===== src/hdl/phy_irq_pkg.sv =====
// Constants and types for the interrupt control and status register and its management frames
package phy_irq_pkg;

  // One bit per event, in register order: jabber in the top bit, link up in the bottom
  typedef struct packed {
    logic jabber;
    logic rx_error;
    logic page_rx;
    logic pd_fault;
    logic lp_ack;
    logic link_down;
    logic remote_fault;
    logic link_up;
  } irq_bits_s;

  typedef enum logic [2:0] {
    ST_PREAMBLE,
    ST_START,
    ST_HEADER,
    ST_TA1,
    ST_TA2,
    ST_DATA
  } mdio_state_e;

  localparam logic [4:0]  REG_IRQ_CTRL_STAT = 5'h1B;
  localparam logic [4:0]  PHY_ADDR_DEFAULT  = 5'h01;
  localparam logic [1:0]  OP_READ           = 2'h2;
  localparam logic [1:0]  OP_WRITE          = 2'h1;
  localparam logic [5:0]  PREAMBLE_BITS     = 6'h20;
  localparam logic [3:0]  HEADER_BITS       = 4'hC;
  localparam logic [4:0]  DATA_LAST         = 5'h0F;
  localparam logic [15:0] UNMAPPED_READ     = 16'h0000;

  localparam int          ENABLE_LSB        = 8;
  localparam int          ENABLE_MSB        = 15;
  localparam int          STATUS_LSB        = 0;
  localparam int          STATUS_MSB        = 7;
  localparam irq_bits_s   ENABLE_RST        = 8'h00;
  localparam irq_bits_s   STATUS_RST        = 8'h00;
  localparam logic        MDC_IDLE          = 1'b0;
  localparam logic        MDIO_IDLE         = 1'b1;

endpackage : phy_irq_pkg


===== src/hdl/pin_sync.sv =====
// Three-stage pin synchroniser with a two-sample agreement filter
`timescale 1ns/100ps
module pin_sync #(
  parameter logic RST_VAL = 1'b0
) (
  input  wire logic clk_sys_in,   // System clock
  input  wire logic reset_in,     // Asynchronous reset, active high
  input  wire logic pin_in,       // Raw pin level
  output logic      level_out     // Filtered level
);

  logic s1_ff;
  logic s2_ff;
  logic s3_ff;
  logic level_ff;
  logic agree;

  // Only the second and third stages are compared; the first may be metastable
  assign agree     = (s2_ff == s3_ff);
  assign level_out = level_ff;

  always_ff @(posedge clk_sys_in or posedge reset_in) begin
    if (reset_in) begin
      s1_ff    <= RST_VAL;
      s2_ff    <= RST_VAL;
      s3_ff    <= RST_VAL;
      level_ff <= RST_VAL;
    end else begin
      s1_ff <= pin_in;
      s2_ff <= s1_ff;
      s3_ff <= s2_ff;
      if (agree) begin
        level_ff <= s3_ff;
      end
    end
  end

endmodule : pin_sync


===== src/hdl/phy_interrupt_ctrl_status.sv =====
// Interrupt control and status register reached over the serial management frames
`timescale 1ns/100ps
module phy_interrupt_ctrl_status
  import phy_irq_pkg::*;
#(
  parameter logic [4:0] PHY_ADDR = PHY_ADDR_DEFAULT
) (
  input  wire logic       clk_sys_in,     // System clock, 40 MHz
  input  wire logic       reset_in,       // Asynchronous reset, active high
  input  wire irq_bits_s  event_in,       // One-cycle event pulses from the link logic
  input  wire logic       mdc_in,         // Management clock pin
  input  wire logic       mdio_in,        // Management data pin, input side
  output logic            mdio_out,       // Management data pin, output value
  output logic            mdio_oe_n_out,  // Management data drive enable, low while driving
  output logic            intr_out,       // Interrupt indication, active high
  output irq_bits_s       enable_out,     // Current enable bits
  output irq_bits_s       status_out      // Current latched status bits
);

  // Each MDC phase must span at least two system clocks; the sampler and its
  // agreement filter would miss a shorter one, so a fast management clock needs care.

  function automatic logic set_wins(input logic held, input logic ev, input logic clr);
    set_wins = (held & ~clr) | ev;
  endfunction : set_wins

  logic         mdc_s;
  logic         mdio_s;
  logic         mdc_prev_ff;
  mdio_state_e  state_ff;
  mdio_state_e  nxt_state;
  logic [5:0]   cnt_ff;
  logic [5:0]   nxt_cnt;
  logic [11:0]  hdr_ff;
  logic [11:0]  nxt_hdr;
  logic [15:0]  shift_ff;
  logic [15:0]  nxt_shift;
  logic         is_read_ff;
  logic         nxt_is_read;
  logic         is_write_ff;
  logic         nxt_is_write;
  logic         drive_ff;
  logic         nxt_drive;
  logic         dout_ff;
  logic         nxt_dout;
  irq_bits_s    enable_ff;
  irq_bits_s    nxt_enable;
  irq_bits_s    status_ff;
  irq_bits_s    nxt_status;
  logic         intr_ff;

  wire logic        mdc_rise;
  wire logic [11:0] hdr_full;
  wire logic [1:0]  hdr_op;
  wire logic [4:0]  hdr_phy;
  wire logic [4:0]  hdr_reg;
  wire logic        phy_hit;
  wire logic        reg_hit;
  wire logic [15:0] reg_image;
  wire logic [15:0] read_word;
  wire logic        read_clear;
  wire logic        write_commit;
  wire logic [15:0] write_word;
  wire irq_bits_s   pending;

  pin_sync #(.RST_VAL(MDC_IDLE)) u_mdc_sync (
    .clk_sys_in (clk_sys_in),
    .reset_in   (reset_in),
    .pin_in     (mdc_in),
    .level_out  (mdc_s)
  );

  pin_sync #(.RST_VAL(MDIO_IDLE)) u_mdio_sync (
    .clk_sys_in (clk_sys_in),
    .reset_in   (reset_in),
    .pin_in     (mdio_in),
    .level_out  (mdio_s)
  );

  assign mdc_rise  = mdc_s & ~mdc_prev_ff;
  assign hdr_full  = {hdr_ff[10:0], mdio_s};
  // Op and PHY address are decoded from the word as the last header bit arrives; register address from the stored header
  assign hdr_op    = hdr_full[11:10];
  assign hdr_phy   = hdr_full[9:5];
  assign hdr_reg   = hdr_ff[4:0];
  assign phy_hit   = (hdr_phy == PHY_ADDR);
  assign reg_hit   = (hdr_reg == REG_IRQ_CTRL_STAT);
  assign reg_image = {enable_ff, status_ff};
  assign read_word = reg_hit ? reg_image : UNMAPPED_READ;

  // Snapshot and clear happen on the same edge, so nothing latched after it is lost
  assign read_clear   = mdc_rise & (state_ff == ST_TA1) & is_read_ff & reg_hit;
  assign write_word   = {shift_ff[14:0], mdio_s};
  assign write_commit = mdc_rise & (state_ff == ST_DATA) & (cnt_ff[4:0] == DATA_LAST) & is_write_ff & reg_hit;

  // Frame engine: preamble, start, op/phy/reg header, turnaround, sixteen data bits
  always_comb begin
    nxt_state    = state_ff;
    nxt_cnt      = cnt_ff;
    nxt_hdr      = hdr_ff;
    nxt_shift    = shift_ff;
    nxt_is_read  = is_read_ff;
    nxt_is_write = is_write_ff;
    nxt_drive    = drive_ff;
    nxt_dout     = dout_ff;
    if (mdc_rise) begin
      case (state_ff)
        ST_PREAMBLE: begin
          if (mdio_s) begin
            if (cnt_ff != PREAMBLE_BITS) begin
              nxt_cnt = cnt_ff + 6'h01;
            end
          end else if (cnt_ff == PREAMBLE_BITS) begin
            nxt_state = ST_START;
            nxt_cnt   = 6'h00;
          end else begin
            nxt_cnt = 6'h00;
          end
        end
        ST_START: begin
          nxt_cnt   = 6'h00;
          nxt_state = mdio_s ? ST_HEADER : ST_PREAMBLE;
        end
        ST_HEADER: begin
          nxt_hdr = hdr_full;
          nxt_cnt = cnt_ff + 6'h01;
          if (cnt_ff[3:0] == HEADER_BITS - 4'h1) begin
            nxt_state    = ST_TA1;
            nxt_cnt      = 6'h00;
            nxt_is_read  = (hdr_op == OP_READ) & phy_hit;
            nxt_is_write = (hdr_op == OP_WRITE) & phy_hit;
          end
        end
        ST_TA1: begin
          nxt_state = ST_TA2;
          if (is_read_ff) begin
            nxt_shift = read_word;
            nxt_drive = 1'b1;
            nxt_dout  = 1'b0;
          end
        end
        ST_TA2: begin
          nxt_state = ST_DATA;
          nxt_cnt   = 6'h00;
          if (is_read_ff) begin
            nxt_dout  = shift_ff[15];
            nxt_shift = {shift_ff[14:0], 1'b0};
          end
        end
        ST_DATA: begin
          nxt_cnt = cnt_ff + 6'h01;
          if (is_read_ff) begin
            nxt_dout  = shift_ff[15];
            nxt_shift = {shift_ff[14:0], 1'b0};
          end else begin
            nxt_shift = write_word;
          end
          if (cnt_ff[4:0] == DATA_LAST) begin
            nxt_state    = ST_PREAMBLE;
            nxt_cnt      = 6'h00;
            nxt_drive    = 1'b0;
            nxt_dout     = MDIO_IDLE;
            nxt_is_read  = 1'b0;
            nxt_is_write = 1'b0;
          end
        end
        default: begin
          nxt_state = ST_PREAMBLE;
          nxt_cnt   = 6'h00;
          nxt_drive = 1'b0;
        end
      endcase
    end
  end

  // Enables take the upper byte of a write; status bits ignore writes
  always_comb begin
    nxt_enable = enable_ff;
    if (write_commit) begin
      nxt_enable = irq_bits_s'(write_word[ENABLE_MSB:ENABLE_LSB]);
    end
  end

  // A new event in the clearing cycle survives for the next read
  always_comb begin
    nxt_status              = status_ff;
    nxt_status.jabber       = set_wins(status_ff.jabber,       event_in.jabber,       read_clear);
    nxt_status.rx_error     = set_wins(status_ff.rx_error,     event_in.rx_error,     read_clear);
    nxt_status.page_rx      = set_wins(status_ff.page_rx,      event_in.page_rx,      read_clear);
    nxt_status.pd_fault     = set_wins(status_ff.pd_fault,     event_in.pd_fault,     read_clear);
    nxt_status.lp_ack       = set_wins(status_ff.lp_ack,       event_in.lp_ack,       read_clear);
    nxt_status.link_down    = set_wins(status_ff.link_down,    event_in.link_down,    read_clear);
    nxt_status.remote_fault = set_wins(status_ff.remote_fault, event_in.remote_fault, read_clear);
    nxt_status.link_up      = set_wins(status_ff.link_up,      event_in.link_up,      read_clear);
  end

  // Every enable gates its own status bit onto the one indication
  assign pending = status_ff & enable_ff;

  always_ff @(posedge clk_sys_in or posedge reset_in) begin
    if (reset_in) begin
      mdc_prev_ff <= MDC_IDLE;
      state_ff    <= ST_PREAMBLE;
      cnt_ff      <= 6'h00;
      hdr_ff      <= 12'h000;
      shift_ff    <= 16'h0000;
      is_read_ff  <= 1'b0;
      is_write_ff <= 1'b0;
      drive_ff    <= 1'b0;
      dout_ff     <= MDIO_IDLE;
    end else begin
      mdc_prev_ff <= mdc_s;
      state_ff    <= nxt_state;
      cnt_ff      <= nxt_cnt;
      hdr_ff      <= nxt_hdr;
      shift_ff    <= nxt_shift;
      is_read_ff  <= nxt_is_read;
      is_write_ff <= nxt_is_write;
      drive_ff    <= nxt_drive;
      dout_ff     <= nxt_dout;
    end
  end

  always_ff @(posedge clk_sys_in or posedge reset_in) begin
    if (reset_in) begin
      enable_ff <= ENABLE_RST;
      status_ff <= STATUS_RST;
      intr_ff   <= 1'b0;
    end else begin
      enable_ff <= nxt_enable;
      status_ff <= nxt_status;
      intr_ff   <= |pending;
    end
  end

  assign mdio_out      = dout_ff;
  assign mdio_oe_n_out = ~drive_ff;
  assign intr_out      = intr_ff;
  assign enable_out    = enable_ff;
  assign status_out    = status_ff;

endmodule : phy_interrupt_ctrl_status


===== config.mk =====
export PLATFORM = sky130hd
export DESIGN_NAME = phy_interrupt_ctrl_status
export DESIGN_NICKNAME = d
export VERILOG_FILES = /design/src/hdl/phy_irq_pkg.sv /design/src/hdl/pin_sync.sv /design/src/hdl/phy_interrupt_ctrl_status.sv
export SDC_FILE = /design/constraint.sdc
export NUM_CORES = 1
export LEC_CHECK = 0
export ABC_AREA = 1
export BUFFER_PORTS_ARGS = -buffer_cell sky130_fd_sc_hd__buf_2
export CAP_MARGIN = 40
export CELL_PAD_IN_SITES_DETAIL_PLACEMENT = 2
export CELL_PAD_IN_SITES_GLOBAL_PLACEMENT = 2
export CORE_MARGIN = 2
export CORE_UTILIZATION = 38
export DETAILED_ROUTE_END_ITERATION = 6
export GPL_TIMING_DRIVEN = 0
export PLACE_DENSITY_LB_ADDON = 0.1
export REMOVE_ABC_BUFFERS = 1
export SLEW_MARGIN = 15
export SYNTH_ARGS = -nofsm -noshare
export SYNTH_HDL_FRONTEND = slang
export SYNTH_SLANG_ARGS = --single-unit

===== constraint.sdc =====
create_clock -name clk_sys_in -period 3.3 [get_ports clk_sys_in]
set_clock_uncertainty 0.05 [all_clocks]
set_input_delay 0.33 -clock clk_sys_in [delete_from_list [all_inputs] [get_ports clk_sys_in]]
set_output_delay 0.33 -clock clk_sys_in [all_outputs]
set_load 0.01 [all_outputs]

==> results of run 1 <==
power breakdown:
part           leakage [uW]  switching [uW]  internal, uW
registers          0.000850            22.8           829
logic              0.000978            61.8          31.5
clock network     0.0000867             318           314
total               0.00191             403          1170
worst reg2reg max path, stage by stage, from the launching register on:
cell     delay (ns)
dfrtp_1        0.52
inv_1          0.16
nand2_1        0.07
nor2_1         0.25
nand2_1        0.45
nor2_1         0.26
a21oi_1        0.06
through the flow:
step | setup slack [ns] | cells
finish | 1.33 | 544
global route | 1.12 | 544
CTS | 1.35 | 544
detailed placement | 1.39 | 527
global placement | 0.305 | 526
floorplan | 1.27 | 391
logic make-up (layout without fill, tap and decap cells):
logic type,Yosys count,count (layout),synth area share
buf+inv,42,82,0.0586
compound gates,32,32,0.0687
fa+ha+maj,5,5,0.0179
flops,66,66,0.514
simple gates,254,254,0.340
state kept, by name, summed over array words and instances, names as in the netlist, 3 cells and up:
signal	flops
shift_ff	16
state_ff	3
status_out	8
enable_out	8
cnt_ff	6
hdr_ff	11
worst paths after layout:
check	slack (ns)	depth (start not counted)	end	startpoint
max	1.33	6	hdr_ff[3]	state_ff[0]
min	0.03	1	u_mdio_sync.s1_ff	mdio_in
max reg2reg	1.33	6	hdr_ff[3]	state_ff[0]
min reg2reg	0.31	0	u_mdc_sync.s2_ff	u_mdc_sync.s1_ff
max in group asynchronous	2.18	4	mdio_out	reset_in
min in group asynchronous	0.44	3	shift_ff[7]	reset_in
per-layer routing:
layer	global-route usage	wire length, um	up-vias
met1	0.298	4230	1407
met3	0.0501	222	10
li1	-	-	1314
met2	0.356	4640	21
met5	0	0	-
met4	0.0607	111	0
repair_timing:
item                                   in CTS  in global routing
setup endpoints to repair                   0                  0
endpoints found under the hold margin      21                  0
hold buffers                                1                  0
cell usage in the layout (no fill, tap or decap), types with 3 or more instances in the layout:
cell type and n:
nand2_1 182, nand2_4 3, inv_1 30, nand3_1 26, ha_1 3, inv_2 3
a21oi_1 6, clkbuf_8 11, nor2_2 5, nor2_1 20, o21ai_0 12, buf_2 30
a21o_1 8, nor3_1 3, dfstp_2 5, clkbuf_1 3, dfrtp_1 61, nand2_2 7
synthesized netlist by cell type (3+ instances only):
cell type,n
nand2_1,182
dfrtp_1,61
inv_1,31
nand3_1,26
nor2_1,20
o21ai_0,12
a21o_1,8
nand2_2,7
a21oi_1,6
dfstp_2,5
nor2_2,5
buf_2,3
buf_6,3
ha_1,3
inv_2,3
nand2_4,3
nor3_1,3
cell type report:
class | instances | area [um^2]
clock buffer | 14 | 163
sequential | 66 | 1660
clock inverter | 2 | 12.5
tap | 105 | 131
multi-input combinational | 291 | 1380
inverter | 34 | 130
timing repair buffer | 32 | 188
fill | 961 | 4560
==> impl_metrics.yaml, run 1 <==
synth:
  synth_edf_count: 0
  syn_inst: 399
  ys_ff_latch: 66
  synth_area_leaders: "dfrtp_1, nand2_1, dfstp_2"
  async_flop_share: 1.00
  yosysWarnings: 0
  synth_top_area_share: 0.474
  avgSynthCellArea_um2: 8.08
  syn_area_um2: 3220
  synth_cell_type_count: 29
  synth.yosys.seq_area_share: 0.514
  synth_top_cell_by_area: "dfrtp_1"
  synthFlopType: "dfrtp_1"
clocking:
  cts-resized-gates: 0
  cts_tree: "done"
  clk_latency_ns: 0.35
  cts.clk_slew.worst_paths_ns: 0.07
  htree_levels: 3
  postCtsSetupBuffers: 0
  cts_buffer_depth: 2
  clock_sinks: 66
  numCtsBuffers: 9
  cts_root_buf: "clkbuf_8"
flow_run:
  maxCapViolCount: 0
floorplanning:
  io_pins: 31
  fp-row-count: 33
  die_x_um: 96.1
  core_um2: 8220
  die_area_um2: 9230
  die_y_um: 96.1
  initial_utilization: 0.392
layout:
  fin_util: 0.445
  finalInstanceArea_um2: 3660
  antenna_cells: 0
  layout-drive-gt1-share: 0.173
  fin_nets: 449
  area_delta_synth_final_pct: 13.5
pwr:
  peakVddDrop_mv: 0.203
  p_per_area_nw_per_um2: 431
  finalPower_uw: 1580
  power.leakage_uw: 0.00191
worst_setup_path:
  cp_max_fo: 22
  crit_type: "reg -> reg"
  crit_arrival_ns: 2.13
  critPathBufInv: 1
  crit_slowest_cell: "dfrtp_1"
  cp.required_ns: 3.46
  end_kind: "register"
  crit_family: "simple AND/OR/NAND/NOR gates"
  startpoint_type: "register"
  worstPathCellList: "inv_1, nand2_1, nor2_1, nand2_1, nor2_1, a21oi_1"
  max_stage_delay_ns: 0.52
detailed_routing:
  ant_nets: 0
  drt_iter0_markers: 82
  routed_via_density: 5.06
  vias: 2752
  drt_pass1_iterations: 4
  drc: 0
  wl_per_cell_um: 16.9
  routed_wl_mm: 9.20
sta:
  final-setup-viol-count: 0
  fin_hold_ws_ns: 0.0326
  slew_headroom: 0.578
  hold_violations: 0
  rsz0062_at_grt: "no"
  fin_crit_ns: 1.97
  worst_pin_slew_ns: 0.632
  finalMaxSlewViolations: 0
  tns_ns: 0
  clock.fmax_mhz: 507
  fin_crit_sh: 0.598
place:
  gp_congestion: 0.805
  hpwl_mm: 6.50
  io_buffers: 30
  place_area_um2: 3470
global_route:
  grt-ovfl-total: 0
  antenna_found_initial: 0
  grt_pass1_vias: 2961
  grt_max_degree: 46
  grt_pass1_wl_mm: 15.3
  grt_use_total: 0.221
worst_hold_path:
  hold_class: "in -> reg"
outcome:
  status: "completed"
No activity file was read; power rests on OpenSTA's default activity.
==> inputs of run 2 (changes only) <==
Settings changed: CORE_UTILIZATION 38 to 35.
Clock period 3.3 ns to 2 ns, I/O delays scaled along.
==> impl_metrics.yaml, run 2 (synthesized netlist as in run 1, its figures left out) <==
global_route:
  use_met3: 0.0453
  grt_max_degree: 37
  grt_busiest_layer: "met2"
  grt_pass1_wl_mm: 16.1
  use_met1: 0.263
  antenna_found_initial: 0
  grt-ovfl-total: 0
  grt.met2_usage: 0.358
  grt_use_total: 0.208
  grt_pass1_vias: 3156
sta:
  hold_violations: 0
  setup_ws_ns: 0.163
  clock.fmax_mhz: 545
  worst_pin_slew_ns: 0.534
  finalMaxSlewViolations: 0
  slew_headroom: 0.643
  tns_ns: 0
  final-setup-viol-count: 0
  fin_crit_ns: 1.84
  fin_crit_sh: 0.918
pwr:
  power.leakage_uw: 0.00200
  seqPwrFrac: 0.487
  p_per_area_nw_per_um2: 747
  p_clk_frac: 0.453
  p_int_uw: 2140
  p_sw_frac: 0.256
  switchingPower_uw: 736
  peakVddDrop_mv: 0.425
  finalPower_uw: 2880
  p_comb_frac: 0.059
floorplanning:
  initial_utilization: 0.356
  core_um2: 9060
  die_y_um: 100
  io_pins: 31
  die_x_um: 100
  die_area_um2: 9990
  fp-row-count: 35
worst_setup_path:
  end_kind: "register"
  reg2regPathDepth: 6
  worstPathCellList: "ha_1, nand4_1, nor2_4, nand2_4, nand2_1, nand2_1"
  startpoint_type: "register"
  crit_family: "simple AND/OR/NAND/NOR gates"
  cp.required_ns: 2.19
  cp_max_fo: 10
  crit_type: "reg -> reg"
  crit_slowest_cell: "dfrtp_1"
  r2r-start: "cnt_ff[0]"
  max_stage_delay_ns: 0.48
  crit_cells: 6
  rrSetupSlack_ns: 0.16
  critPathBufInv: 0
  startpoint: "cnt_ff[0]"
  cp_common_cell: "nand2_1"
  crit_arrival_ns: 2.03
clocking:
  cts_tree: "done"
  clock_sinks: 66
  cts_buffer_depth: 2
  clk_latency_ns: 0.35
  htree_levels: 3
  cts.clk_slew.worst_paths_ns: 0.08
  cts_root_buf: "clkbuf_8"
  numCtsBuffers: 9
flow_run:
  maxCapViolCount: 0
detailed_routing:
  drt_iter0_markers: 69
  wl_per_cell_um: 17.0
  routed_via_density: 4.95
  drt_pass1_iterations: 4
  ant_nets: 0
  routed_wl_mm: 9.56
  vias: 2789
  drc: 0
layout:
  antenna_cells: 0
  largest_reg_flops: 16
  area_delta_synth_final_pct: 19.6
  n_fill_cell: 1049
  fin_nets: 462
  top_register: "shift_ff"
  layout-drive-gt1-share: 0.188
  fin_util: 0.425
  mostFrequentLayoutCells: "nand2_1, dfrtp_1, buf_2"
  reg_top3: "shift_ff x16, hdr_ff x11"
  final_common_cell: "nand2_1"
worst_hold_path:
  hold_class: "reg -> reg"
  hold_start: "u_mdc_sync.s1_ff"
  whs_path_depth: 0
outcome:
  status: "completed"
place:
  gp_congestion: 0.769
  io_buffers: 30
  hpwl_mm: 6.37
  place_ws_ns: 0.0289
[run 2: through the flow]
stage               hold WS (ns)  cell area [um^2]  instances
global placement           0.255              3450        532
detailed placement         0.180              3470        533
finish                     0.302              3850        563
global route               0.323              3850        563
CTS                        0.307              3810        560
floorplan                  0.154              3160        391
[run 2: repair_timing]
| item | in CTS | in global routing |
|---|---|---|
| hold buffers | 11 | 0 |
| resized for setup | 0 | 4 |
| setup buffers | 0 | 3 |
| hold endpoints to repair | 40 | 0 |
| setup endpoints to repair | 0 | 46 |
[run 2: metal layers]
layer,vias to the layer above,part of all wire
met4,0,0.015
met1,1406,0.46
met2,29,0.50
met3,14,0.023
met5,-,0
li1,1340,-
[run 2: final cells by class]
type	count	area (um^2)	share of cell area
inverters	34	130	0.0338
clock inverters	7	100	0.0260
clock buffers	9	124	0.0321
flip-flops and latches	66	1660	0.430
multi-input cells	291	1390	0.360
repair buffers	45	315	0.0818
well taps	111	139	0.0360
[run 2: final timing paths]
kind / endpoint
worst min-delay path: u_mdc_sync.s2_ff
min in group asynchronous: hdr_ff[6]
worst min register to register: u_mdc_sync.s2_ff
worst max-delay path: enable_out[5]
max in group asynchronous: mdio_out
worst max register to register: enable_out[5]
[run 2: power by group through the flow]
stage | registers (uW) | logic (uW) | clock network, uW
finish | 1400 | 171 | 1310
global route | 1410 | 199 | 1400
CTS | 1400 | 177 | 1340
detailed placement | 1430 | 158 | 0
global placement | 1430 | 142 | 0
floorplan | 1420 | 103 | 0
[run 2: worst register-to-register path, delay by kind of cell (launching register included)]
kind / cells / cell delay, ns
simple gates: 5 / 0.92
flops: 1 / 0.48
fa+ha+maj: 1 / 0.28
==> inputs of run 3 (changes only) <==
Settings changed: ABC_AREA 1 to default, CORE_UTILIZATION 35 to 39.
==> impl_metrics.yaml, run 3 <==
synth:
  synth_compound_area_frac: 0.123
  async_flop_share: 1.00
  avgSynthCellArea_um2: 11.6
  ys_ff_latch: 66
  synth_area_leaders: "dfrtp_1, mux2_2, nand2_1"
  synth.mux.area_fraction: 0.148
  synth-adder-area-share: 0.0188
  yosysWarnings: 0
  synth_cell_type_count: 48
  synth_xor_area_frac: 0
  synth_top_area_share: 0.498
  ys_top_cells_by_count: "dfrtp_1, nand2_1, mux2_2, o21ai_0"
  yosys.area_share.simple: 0.126
  syn_area_um2: 3070
  synth_edf_count: 0
  yosysMostFrequentCell: "dfrtp_1"
  synthFlopType: "dfrtp_1"
  synth.yosys.seq_area_share: 0.541
  synth_top_family_by_area: "multiplexers"
  syn_inst: 265
  synth_top_cell_by_area: "dfrtp_1"
floorplanning:
  die_x_um: 92.7
  initial_utilization: 0.399
  die_area_um2: 8580
  io_pins: 31
  die_y_um: 92.7
  core_um2: 7690
  fp-row-count: 32
layout:
  fin_util: 0.484
  fin_nets: 328
  antenna_cells: 0
  layout-drive-gt1-share: 0.352
  area_delta_synth_final_pct: 21.4
  largest_reg_flops: 16
  top_register: "shift_ff"
  reg_top3: "shift_ff x16, hdr_ff x11"
  mostFrequentLayoutCells: "dfrtp_1, nand2_1, buf_2"
  final_common_cell: "dfrtp_1"
global_route:
  use_met1: 0.271
  grt_max_degree: 37
  grt_busiest_layer: "met2"
  grt_use_total: 0.197
  grt-ovfl-total: 0
  antenna_found_initial: 0
  use_met3: 0.0423
  grt.met2_usage: 0.317
  grt_pass1_vias: 2474
  grt_pass1_wl_mm: 13.0
worst_setup_path:
  crit_type: "reg -> reg"
  end_kind: "register"
  startpoint_type: "register"
  worstPathCellList: "ha_2, nand2_1, o31ai_1, o211ai_1, o41ai_1"
  cp.required_ns: 2.15
  crit_arrival_ns: 2.10
  cp_max_fo: 5
  max_stage_delay_ns: 0.42
  crit_slowest_cell: "dfrtp_1"
detailed_routing:
  ant_nets: 0
  drt_pass1_iterations: 4
  routed_wl_mm: 8.03
  routed_via_density: 5.33
  wl_per_cell_um: 19.1
  drc: 0
  drt_iter0_markers: 77
  vias: 2238
clocking:
  cts_root_buf: "clkbuf_8"
  cts.clk_slew.worst_paths_ns: 0.08
  cts_buffer_depth: 2
  cts_tree: "done"
  numCtsBuffers: 9
  htree_levels: 3
  clk_latency_ns: 0.35
  clock_sinks: 66
sta:
  fin_crit_sh: 0.975
  setup_ws_ns: 0.0503
  slew_headroom: 0.550
  fin_crit_ns: 1.95
  clock.fmax_mhz: 513
  worst_pin_slew_ns: 0.673
  final-setup-viol-count: 0
  finalMaxSlewViolations: 0
  fin_hold_ws_ns: 0.301
  hold_violations: 0
pwr:
  peakVddDrop_mv: 0.353
  power.leakage_uw: 0.00173
  p_per_area_nw_per_um2: 762
  finalPower_uw: 2840
place:
  place_ws_ns: -0.680
  io_buffers: 30
  hpwl_mm: 4.91
  gp_congestion: 0.745
outcome:
  status: "completed"
worst_hold_path:
  hold_class: "reg -> reg"
flow_run:
  maxCapViolCount: 0
[run 3: cell count changes after synthesis, moves of 7 or more]
cell / previous run / this run
o21ai_0: 12 / 25
nor2_1: 20 / 4
nand3_1: 26 / 9
nand2_1: 182 / 42
inv_1: 31 / 6
mux2_4: 0 / 10
mux2_2: 0 / 26
nand2_2: 7 / 0
[run 3: area by class of cell]
| type | count | area (um^2) |
|---|---|---|
| Fill cell | 812 | 3970 |
| Sequential cell | 66 | 1660 |
| Multi-Input combinational cell | 179 | 1320 |
| Timing Repair Buffer | 49 | 353 |
| Clock buffer | 10 | 138 |
| Tap cell | 102 | 128 |
| Clock inverter | 6 | 90.1 |
| Inverter | 8 | 35.0 |
[run 3: worst max-delay path, delay by kind of cell (launching register included)]
family | cells | cell delay (ns)
AO/OA/AOI/OAI | 3 | 0.96
flip-flops | 1 | 0.42
adder cells (fa/ha/maj) | 1 | 0.26
AND/OR/NAND/NOR | 1 | 0.12
[run 3: logic make-up (layout without fill, tap and decap cells)]
group / Yosys count / count (layout)
and+or+nand+nor: 78 / 79
AOI/OAI and AO/OA: 58 / 58
adders and majority gates: 5 / 5
muxes: 37 / 37
buffers and inverters: 21 / 73
DFF: 66 / 66
[run 3: path summary, 6_finish.rpt]
check,startpoint,end,slack (ns),cells after the start
worst max-delay path,cnt_ff[0],state_ff[1],0.05,5
worst min-delay path,u_mdc_sync.s1_ff,u_mdc_sync.s2_ff,0.30,0
worst max register to register,cnt_ff[0],state_ff[1],0.05,5
worst min register to register,u_mdc_sync.s1_ff,u_mdc_sync.s2_ff,0.30,0
max in group asynchronous,reset_in,cnt_ff[3],1.03,4
min in group asynchronous,reset_in,hdr_ff[2],0.35,3
[run 3: report_power, final]
part | switching, uW | leakage [uW] | internal, uW
clock network | 544 | 0.000112 | 738
logic | 86.0 | 0.000772 | 65.8
registers | 34.8 | 0.000845 | 1370
[run 3: what timing repair did]
item                       in CTS  in global routing
setup buffers                   2                  4
hold buffers                   11                  0
setup endpoints to repair      51                 20
resized for setup               7                  7
pin swaps                       2                  0
cloned                          1                  0
hold endpoints to repair       35                  0
[run 3: metrics by stage]
| stage | instance area (um^2) | TNS [ns] | instances |
|---|---|---|---|
| 3_5_place_dp | 3280 | -15.55 | 386 |
| 5_1_grt | 3720 | -0.0546 | 420 |
| 6_report | 3720 | 0 | 420 |
| 3_3_place_gp | 3240 | -68.64 | 384 |
| 4_1_cts | 3650 | 0 | 416 |
| 2_1_floorplan | 2960 | -0.523 | 252 |
[run 3: layer usage]
metal | vias to the layer above | part of all wire
met4 | 0 | 0.0095
met2 | 16 | 0.50
met5 | - | 0
li1 | 1044 | -
met1 | 1170 | 0.47
met3 | 8 | 0.020
